===== config.mk =====
export PLATFORM = sky130hd
export DESIGN_NAME = awc_top
export DESIGN_NICKNAME = d
export VERILOG_FILES = /design/src/verilog/awc_pkg.sv /design/src/verilog/awc_conv_if.sv /design/src/verilog/awc_conv.sv /design/src/verilog/awc_top.sv
export VERILOG_INCLUDE_DIRS = /design/src /design/src/verilog
export SDC_FILE = /design/constraint.sdc
export NUM_CORES = 1
export LEC_CHECK = 0
export BUFFER_PORTS_ARGS = -buffer_cell sky130_fd_sc_hd__buf_4
export CAP_MARGIN = 20
export CELL_PAD_IN_SITES_DETAIL_PLACEMENT = 1
export CELL_PAD_IN_SITES_GLOBAL_PLACEMENT = 1
export CORE_MARGIN = 2
export CORE_UTILIZATION = 40
export CTS_CLUSTER_DIAMETER = 150
export DETAILED_ROUTE_END_ITERATION = 16
export GPL_TIMING_DRIVEN = 1
export PLACE_DENSITY = 0.81
export RECOVER_POWER = 100
export SYNTH_ARGS = -nofsm -noshare
export SYNTH_HDL_FRONTEND = slang
export SYNTH_SLANG_ARGS = --single-unit

===== constraint.sdc =====
create_clock -name aclk -period 4 [get_ports aclk]
set_input_delay 0 -clock aclk [delete_from_list [all_inputs] [get_ports aclk]]
set_output_delay 0 -clock aclk [all_outputs]
set_load 0.005 [all_outputs]

===== src/verilog/awc_map.svh =====
// Register offsets, field positions, reset values and timing counts.
`ifndef AWC_MAP_SVH
`define AWC_MAP_SVH
`define AWC_OFF_CTRL       8'h00
`define AWC_OFF_SAR_DIV    8'h04
`define AWC_OFF_RES_HIGH   8'h08
`define AWC_OFF_RES_LOW    8'h0c
`define AWC_OFF_GT_HIGH    8'h10
`define AWC_OFF_GT_LOW     8'h14
`define AWC_OFF_LT_HIGH    8'h18
`define AWC_OFF_LT_LOW     8'h1c
`define AWC_OFF_IRQ_STAT   8'h20
`define AWC_OFF_IRQ_MASK   8'h24
`define AWC_CTRL_START     0
`define AWC_CTRL_BUSY      1
`define AWC_CTRL_LEFT      2
`define AWC_CTRL_WIN       3
`define AWC_RST_GT         16'hffff
`define AWC_RST_LT         16'h0000
`define AWC_RST_SAR_DIV    8'h00
`define AWC_SAR_CYCLES     4'hd
`define AWC_CODE_BITS      12
`define AWC_RESP_OKAY      2'h0
`define AWC_RESP_SLVERR    2'h2
`endif


===== src/verilog/awc_pkg.sv =====
// Types shared by the window comparator and its conversion sequencer.
`default_nettype none
package awc_pkg;
   typedef enum logic [3:0] {
      st_idle   = 4'h1,
      st_start  = 4'h2,
      st_sar    = 4'h4,
      st_finish = 4'h8
   } awc_conv_e;
   typedef struct packed {
      awc_conv_e   state;
      logic [11:0] sync1;
      logic [11:0] sync2;
      logic [3:0]  bits;
      logic [7:0]  div_cnt;
      logic [11:0] code;
      logic        done;
   } awc_conv_s;
   typedef struct packed {
      logic [7:0]  aw_addr;
      logic        aw_got;
      logic [7:0]  w_data;
      logic        w_lane0;
      logic        w_got;
      logic        bvalid;
      logic [1:0]  bresp;
      logic        rvalid;
      logic [31:0] rdata;
      logic [1:0]  rresp;
      logic        start;
      logic        left_just;
      logic        win_flag;
      logic [7:0]  sar_div;
      logic [11:0] raw_code;
      logic [15:0] gt;
      logic [15:0] lt;
      logic        irq_stat;
      logic        irq_mask;
   } awc_regs_s;
endpackage
`default_nettype wire


===== src/verilog/awc_conv_if.sv =====
// Link between the register block and the conversion sequencer.
`timescale 1ns/1ps
`default_nettype none
interface awc_conv_if;
   logic        start;
   logic [7:0]  div;
   logic        busy;
   logic        done;
   logic [11:0] code;
   modport ctl (output start, output div, input busy, input done,
                input code);
   modport cnv (input start, input div, output busy, output done,
                output code);
endinterface
`default_nettype wire


===== src/verilog/awc_conv.sv =====
// Conversion sequencer: start cycle, thirteen SAR clocks, finish cycle.
`timescale 1ns/1ps
`default_nettype none
`include "awc_map.svh"
module awc_conv (
   // Clock, reset and enable
   input  wire logic        aclk,
   input  wire logic        aresetn,
   input  wire logic        ce,
   // Code from the analog front end
   input  wire logic [11:0] sample_code,
   // Control side
   awc_conv_if.cnv          cif
);
   awc_pkg::awc_conv_s s_q;
   awc_pkg::awc_conv_s s_d;

   assign cif.busy = (s_q.state != awc_pkg::st_idle);
   assign cif.done = s_q.done;
   assign cif.code = s_q.code;

   always_comb begin
      s_d       = s_q;
      s_d.done  = 1'b0;
      s_d.sync1 = sample_code;
      s_d.sync2 = s_q.sync1;
      case (s_q.state)
         awc_pkg::st_idle: begin
            if (cif.start) begin
               s_d.state = awc_pkg::st_start;
            end
         end
         awc_pkg::st_start: begin
            s_d.state   = awc_pkg::st_sar;
            s_d.bits    = `AWC_SAR_CYCLES;
            s_d.div_cnt = cif.div;
         end
         awc_pkg::st_sar: begin
            if (s_q.div_cnt == 8'h00) begin
               s_d.div_cnt = cif.div;
               s_d.bits    = s_q.bits - 4'h1;
               if (s_q.bits == 4'h1) begin
                  s_d.state = awc_pkg::st_finish;
               end
            end else begin
               s_d.div_cnt = s_q.div_cnt - 8'h01;
            end
         end
         awc_pkg::st_finish: begin
            s_d.code  = s_q.sync2;
            s_d.done  = 1'b1;
            s_d.state = awc_pkg::st_idle;
         end
         default: begin
            s_d.state = awc_pkg::st_idle;
         end
      endcase
   end

   always_ff @(posedge aclk) begin
      if (!aresetn) begin
         s_q <= '{state: awc_pkg::st_idle, default: '0};
      end else if (ce) begin
         s_q <= s_d;
      end
   end
endmodule // awc_conv
`default_nettype wire


===== src/verilog/awc_top.sv =====
// Window comparator on the converter result with its AXI4-Lite registers.
//
// Contract
// - Every new conversion result is compared with the two bounds and the window flag is set when the condition holds.
// - The window flag can be polled and also raises the interrupt.
// - A greater-than bound and a less-than bound are each built from a high byte and a low byte register.
// - With less-than above greater-than the flag sets only for results strictly between them.
// - Otherwise the flag sets for results strictly below the lower or strictly above the upper bound.
// - Inside or outside detection follows only from the order of the two bounds.
// - Results are 12-bit unsigned codes, 0 to 4095.
// - The comparison uses the result in the justification currently selected.
// - A conversion takes 13 SAR clocks plus 2 system clocks before its result is compared.
`timescale 1ns/1ps
`default_nettype none
`include "awc_map.svh"
module awc_top (
   // Clock, reset and enable
   input  wire logic        aclk,
   input  wire logic        aresetn,
   input  wire logic        ce,
   // Converter front end
   input  wire logic [11:0] sample_code,
   // AXI4-Lite write address
   input  wire logic [7:0]  s_axi_awaddr,
   input  wire logic        s_axi_awvalid,
   output logic             s_axi_awready,
   // AXI4-Lite write data
   input  wire logic [31:0] s_axi_wdata,
   input  wire logic [3:0]  s_axi_wstrb,
   input  wire logic        s_axi_wvalid,
   output logic             s_axi_wready,
   // AXI4-Lite write response
   output logic [1:0]       s_axi_bresp,
   output logic             s_axi_bvalid,
   input  wire logic        s_axi_bready,
   // AXI4-Lite read address
   input  wire logic [7:0]  s_axi_araddr,
   input  wire logic        s_axi_arvalid,
   output logic             s_axi_arready,
   // AXI4-Lite read data
   output logic [31:0]      s_axi_rdata,
   output logic [1:0]       s_axi_rresp,
   output logic             s_axi_rvalid,
   input  wire logic        s_axi_rready,
   // Interrupt
   output logic             irq
);
   awc_pkg::awc_regs_s r_q;
   awc_pkg::awc_regs_s r_d;
   awc_conv_if         cif ();

   logic [15:0] result_word;
   logic [15:0] new_word;
   logic        inside_mode;
   logic        window_hit;
   logic        do_write;
   logic        do_read;
   logic        wr_ctrl;
   logic        flag_clear;

   awc_conv u_conv (
      .aclk        (aclk),
      .aresetn     (aresetn),
      .ce          (ce),
      .sample_code (sample_code),
      .cif         (cif.cnv)
   );

   assign cif.start = r_q.start;
   assign cif.div   = r_q.sar_div;

   // Handshake outputs come straight from the channel state.
   assign s_axi_awready = !r_q.aw_got;
   assign s_axi_wready  = !r_q.w_got;
   assign s_axi_arready = !r_q.rvalid;
   assign s_axi_bvalid  = r_q.bvalid;
   assign s_axi_bresp   = r_q.bresp;
   assign s_axi_rvalid  = r_q.rvalid;
   assign s_axi_rdata   = r_q.rdata;
   assign s_axi_rresp   = r_q.rresp;

   // The same flag drives the line and is readable when masked.
   assign irq = r_q.irq_stat & r_q.irq_mask;

   // Places a 12-bit code in the selected justification.
   function automatic logic [15:0] justify(
      input logic [11:0] code,
      input logic        left
   );
      logic [15:0] w;
      if (left) begin
         w = {code, 4'h0};
      end else begin
         w = {4'h0, code};
      end
      return w;
   endfunction

   // Reads follow the live justification bit, so a change of
   // justification shows at once on the stored result.
   assign result_word = justify(r_q.raw_code, r_q.left_just);
   assign new_word    = justify(cif.code, r_q.left_just);

   // No mode bit exists: the order of the bounds picks the test.
   assign inside_mode = (r_q.lt > r_q.gt);

   always_comb begin
      if (inside_mode) begin
         window_hit = (new_word > r_q.gt) && (new_word < r_q.lt);
      end else begin
         window_hit = (new_word < r_q.lt) || (new_word > r_q.gt);
      end
   end

   assign do_write = r_q.aw_got && r_q.w_got && !r_q.bvalid;
   assign do_read  = s_axi_arvalid && !r_q.rvalid;
   assign wr_ctrl  = do_write && r_q.w_lane0
                     && (r_q.aw_addr == `AWC_OFF_CTRL);
   assign flag_clear = wr_ctrl && !r_q.w_data[`AWC_CTRL_WIN];

   always_comb begin
      r_d       = r_q;
      r_d.start = 1'b0;

      // Address and data are taken in either order and held.
      if (s_axi_awvalid && !r_q.aw_got) begin
         r_d.aw_addr = s_axi_awaddr;
         r_d.aw_got  = 1'b1;
      end
      if (s_axi_wvalid && !r_q.w_got) begin
         r_d.w_data  = s_axi_wdata[7:0];
         r_d.w_lane0 = s_axi_wstrb[0];
         r_d.w_got   = 1'b1;
      end

      if (do_write) begin
         r_d.aw_got = 1'b0;
         r_d.w_got  = 1'b0;
         r_d.bvalid = 1'b1;
         r_d.bresp  = `AWC_RESP_OKAY;
         case (r_q.aw_addr)
            `AWC_OFF_CTRL: begin
               if (r_q.w_lane0) begin
                  r_d.left_just = r_q.w_data[`AWC_CTRL_LEFT];
                  r_d.start     = r_q.w_data[`AWC_CTRL_START]
                                  && !cif.busy;
               end
            end
            `AWC_OFF_SAR_DIV: begin
               if (r_q.w_lane0) begin
                  r_d.sar_div = r_q.w_data;
               end
            end
            `AWC_OFF_RES_HIGH: begin
            end
            `AWC_OFF_RES_LOW: begin
            end
            // Bound writes only store; they never evaluate the window.
            `AWC_OFF_GT_HIGH: begin
               if (r_q.w_lane0) begin
                  r_d.gt[15:8] = r_q.w_data;
               end
            end
            `AWC_OFF_GT_LOW: begin
               if (r_q.w_lane0) begin
                  r_d.gt[7:0] = r_q.w_data;
               end
            end
            `AWC_OFF_LT_HIGH: begin
               if (r_q.w_lane0) begin
                  r_d.lt[15:8] = r_q.w_data;
               end
            end
            `AWC_OFF_LT_LOW: begin
               if (r_q.w_lane0) begin
                  r_d.lt[7:0] = r_q.w_data;
               end
            end
            `AWC_OFF_IRQ_STAT: begin
               if (r_q.w_lane0 && r_q.w_data[0]) begin
                  r_d.irq_stat = 1'b0;
               end
            end
            `AWC_OFF_IRQ_MASK: begin
               if (r_q.w_lane0) begin
                  r_d.irq_mask = r_q.w_data[0];
               end
            end
            default: begin
               r_d.bresp = `AWC_RESP_SLVERR;
            end
         endcase
      end else if (r_q.bvalid && s_axi_bready) begin
         r_d.bvalid = 1'b0;
      end

      // Writing zero clears the flag; writing one leaves it alone.
      if (flag_clear) begin
         r_d.win_flag = 1'b0;
      end

      // A result landing in the clearing cycle still sets the flags.
      if (cif.done) begin
         r_d.raw_code = cif.code;
         if (window_hit) begin
            r_d.win_flag = 1'b1;
            r_d.irq_stat = 1'b1;
         end
      end

      if (do_read) begin
         r_d.rvalid = 1'b1;
         r_d.rresp  = `AWC_RESP_OKAY;
         r_d.rdata  = 32'h0000_0000;
         case (s_axi_araddr)
            `AWC_OFF_CTRL: begin
               r_d.rdata[`AWC_CTRL_BUSY] = cif.busy;
               r_d.rdata[`AWC_CTRL_LEFT] = r_q.left_just;
               r_d.rdata[`AWC_CTRL_WIN]  = r_q.win_flag;
            end
            `AWC_OFF_SAR_DIV: begin
               r_d.rdata[7:0] = r_q.sar_div;
            end
            `AWC_OFF_RES_HIGH: begin
               r_d.rdata[7:0] = result_word[15:8];
            end
            `AWC_OFF_RES_LOW: begin
               r_d.rdata[7:0] = result_word[7:0];
            end
            `AWC_OFF_GT_HIGH: begin
               r_d.rdata[7:0] = r_q.gt[15:8];
            end
            `AWC_OFF_GT_LOW: begin
               r_d.rdata[7:0] = r_q.gt[7:0];
            end
            `AWC_OFF_LT_HIGH: begin
               r_d.rdata[7:0] = r_q.lt[15:8];
            end
            `AWC_OFF_LT_LOW: begin
               r_d.rdata[7:0] = r_q.lt[7:0];
            end
            `AWC_OFF_IRQ_STAT: begin
               r_d.rdata[0] = r_q.irq_stat;
            end
            `AWC_OFF_IRQ_MASK: begin
               r_d.rdata[0] = r_q.irq_mask;
            end
            default: begin
               r_d.rresp = `AWC_RESP_SLVERR;
            end
         endcase
      end else if (r_q.rvalid && s_axi_rready) begin
         r_d.rvalid = 1'b0;
      end
   end

   always_ff @(posedge aclk) begin
      if (!aresetn) begin
         r_q         <= '0;
         r_q.gt      <= `AWC_RST_GT;
         r_q.lt      <= `AWC_RST_LT;
         r_q.sar_div <= `AWC_RST_SAR_DIV;
      end else if (ce) begin
         r_q <= r_d;
      end
   end
endmodule // awc_top
`default_nettype wire


==> impl_metrics.tcl <==
set metrics [dict create \
    grt_max_degree 64 \
    coreArea_um2 18710 \
    post-dp-hpwl_um 16680 \
    numCtsBuffers 17 \
    start_util 0.4086 \
    netlist_area_um2 7644 \
    worst_ep_required_time_ns 4.35 \
    post_layout_nonfiller_instances 1215 \
    synth_top_area_frac 0.3693 \
    drtPass1Iterations 5 \
    ant_nets 0 \
    maxSlewViolCount 0 \
    slowest_delay_ns 1.21 \
    post-route-period-util 0.7788 \
    fin_area_um2 8952 \
    grt_usage 0.2366 \
    arrival_ns 3.47 \
    rsz0062_at_grt "no" \
    relSlewSlack 0.06362 \
    skew_ns 0.01114 \
    synth_edf_count 0 \
    drt-initial-drc-count 287 \
    seq_area_frac_synth 0.3693 \
    yosysUniqueCellTypes 69 \
    path_max_fanout 63 \
    nFillCells 2196 \
    dp.cells 1149 \
    die_y_um 142.2 \
    root_buffer "clkbuf_16" \
    drv_cap 0 \
    powerDensity_nw_per_um2 370.9 \
    synth_area_leaders "dfxtp_1, mux2i_1, ha_1" \
    gr-max-usage-layer "met2" \
    start_kind "input pin" \
    vias 6680 \
    avgSynthCellArea_um2 8.474 \
    fmax_ghz 0.3210 \
    dieArea_um2 20230 \
    cts_tree "yes" \
    finalSetupTns_ns 0 \
    synth_seq_cells 141 \
    routed_wl_um 23330 \
    dpl-instance-area_um2 8077 \
    syn2layout_area_growth_pct 17.12 \
    globalRouteMet1Util 0.2897 \
    peakVddDrop_mv 0.2890 \
    grt_pass1_wl_um 37180 \
    n_antenna_cell 0 \
    register_area_um2 2823 \
    yosysTopAreaCell "dfxtp_1" \
    crit_type "input pin to register" \
    hold-worst-slack_ns 0.02422 \
    outcome "completed" \
    rows 50 \
    report.final.setup_viol 0 \
    cp_slowest_cell "clkinv_2" \
    viasPerCell 5.498 \
    leakage_nw 3.901 \
    crit_path_cell_trace "dlygate4sd3_1, clkbuf_1, clkinv_2, buf_12, nor2_1" \
    ctsLongestPathBuffers 2 \
    cts_setup_buffers 0 \
    clkLatencyLatePin_ns 0.43 \
    syn_inst 902 \
    path_buf_inv 4 \
    post_drt_wl_per_cell_um 19.20 \
    clkTransAtPathRegs_ns 0.06 \
    io_pins 114 \
    synth.most_common_cell "dfxtp_1" \
    cp-end-kind "register" \
    async_flop_share 0 \
    cts-resized-gates 0 \
    layout-drive-gt1-share 0.1182 \
    die_w_um 142.2 \
    hold_viol 0 \
    multi_input_area_um2 4282 \
    period_needed_ns 3.115 \
    globalRouteMet2Util 0.4114 \
    clock-sinks 141 \
    holdBufCountCts 34 \
    cp_top_family "buffers and inverters" \
    synthTopCellsByCount "dfxtp_1, nor2_1, nand2_1" \
    grt_overflow_total 0 \
    ys.warnings.count 0 \
    ys.flop_type "dfxtp_1" \
    portBuffers 60 \
    grt_util_met3 0.03903 \
    grt_pass1_vias 6915 \
    htree_levels 4 \
    antenna_found_initial 0 \
    min_path_type "input pin to register" \
    gp_routability_congestion 0.9133 \
    remaining_drc_errors 0 \
    worst_pin_slew_ns 1.405 \
    nNetsFinal 1086 \
]
==> power breakdown <==
| part | switching, mW | internal, mW | leakage [nW] |
|---|---|---|---|
| logic | 0.168 | 0.135 | 2.49 |
| registers | 0.0497 | 1.44 | 1.14 |
| clock network | 0.640 | 0.888 | 0.267 |
| total | 0.857 | 2.46 | 3.90 |
==> placed cells by master, fill, tap and decap left out, drive strengths merged, types with 32 or more instances in the layout <==
master         n
dlygate4sd3   34
mux2i         97
o21ai         32
a21oi         65
inv           45
clkbuf        35
ha            46
nor2         124
nand2        111
dfxtp        141
buf           47
==> path summary, 6_finish.rpt <==
path | from | to | slack (ns) | cells after the start
setup / recovery | aresetn | u_conv.s_q[25]$_SDFFE_PN0P_ | 0.88 | 5
hold / removal | s_axi_araddr[0] | s_axi_rdata[0]$_SDFFE_PN0P_ | 0.02 | 4
setup reg to reg | r_q[55]$_SDFFE_PN0P_ | r_q[1]$_SDFFE_PN0P_ | 0.97 | 9
hold reg to reg | s_axi_rdata[7]$_SDFFE_PN0P_ | s_axi_rdata[7]$_SDFFE_PN0P_ | 0.45 | 2
==> metal layers <==
| metal | wire length (um) | up-vias |
|---|---|---|
| met5 | 0 | - |
| met4 | 694 | 0 |
| met3 | 998 | 42 |
| met2 | 11470 | 182 |
| met1 | 10170 | 3251 |
| li1 | - | 3205 |
==> sequential cells by signal, indices dropped and copies added, names as in the netlist <==
name             count
s_axi_rresp          1
cif.start            1
u_conv.cif.done      1
cif.div              8
s_axi_rvalid         1
u_conv.s_q          28
u_conv.cif.code     12
r_q                 67
s_axi_bresp          1
u_conv.s_d          12
s_axi_rdata          8
s_axi_bvalid         1
==> final cells by class <==
cell class / count / area share
sequential: 141 / 0.3153
tap: 234 / 0.03270
clock buffer: 19 / 0.05059
timing repair buffer: 97 / 0.09099
clock inverter: 13 / 0.01314
inverter: 45 / 0.01901
multi-input combinational: 666 / 0.4783
==> kinds of logic (layout without fill, tap and decap cells) <==
| kind of cell | Yosys count | count (layout) | share of synthesized area |
|---|---|---|---|
| xor+xnor | 4 | 4 | 0.004584 |
| buf+inv | 120 | 174 | 0.07972 |
| compound gates | 161 | 161 | 0.1298 |
| mux | 109 | 109 | 0.1491 |
| flops | 141 | 141 | 0.3693 |
| fa+ha+maj | 47 | 47 | 0.07677 |
| other cells | 1 | 26 | 0.0004906 |
| simple gates | 319 | 319 | 0.1902 |
==> per-stage QoR <==
step	power (mW)	util	setup slack, ns
2_1_floorplan	1.711	-	1.190
3_5_place_dp	1.798	0.4318	1.039
3_3_place_gp	1.791	0.4318	1.055
6_report	3.320	0.4786	0.8847
4_1_cts	3.346	0.4805	1.014
5_1_grt	3.430	0.4786	0.6384
==> worst min-delay path: stages <==
cell     delay, ns
buf_4         0.08
or2_2         0.15
or3_1         0.12
a21oi_1       0.05
No activity file was read; power rests on OpenSTA's default activity.
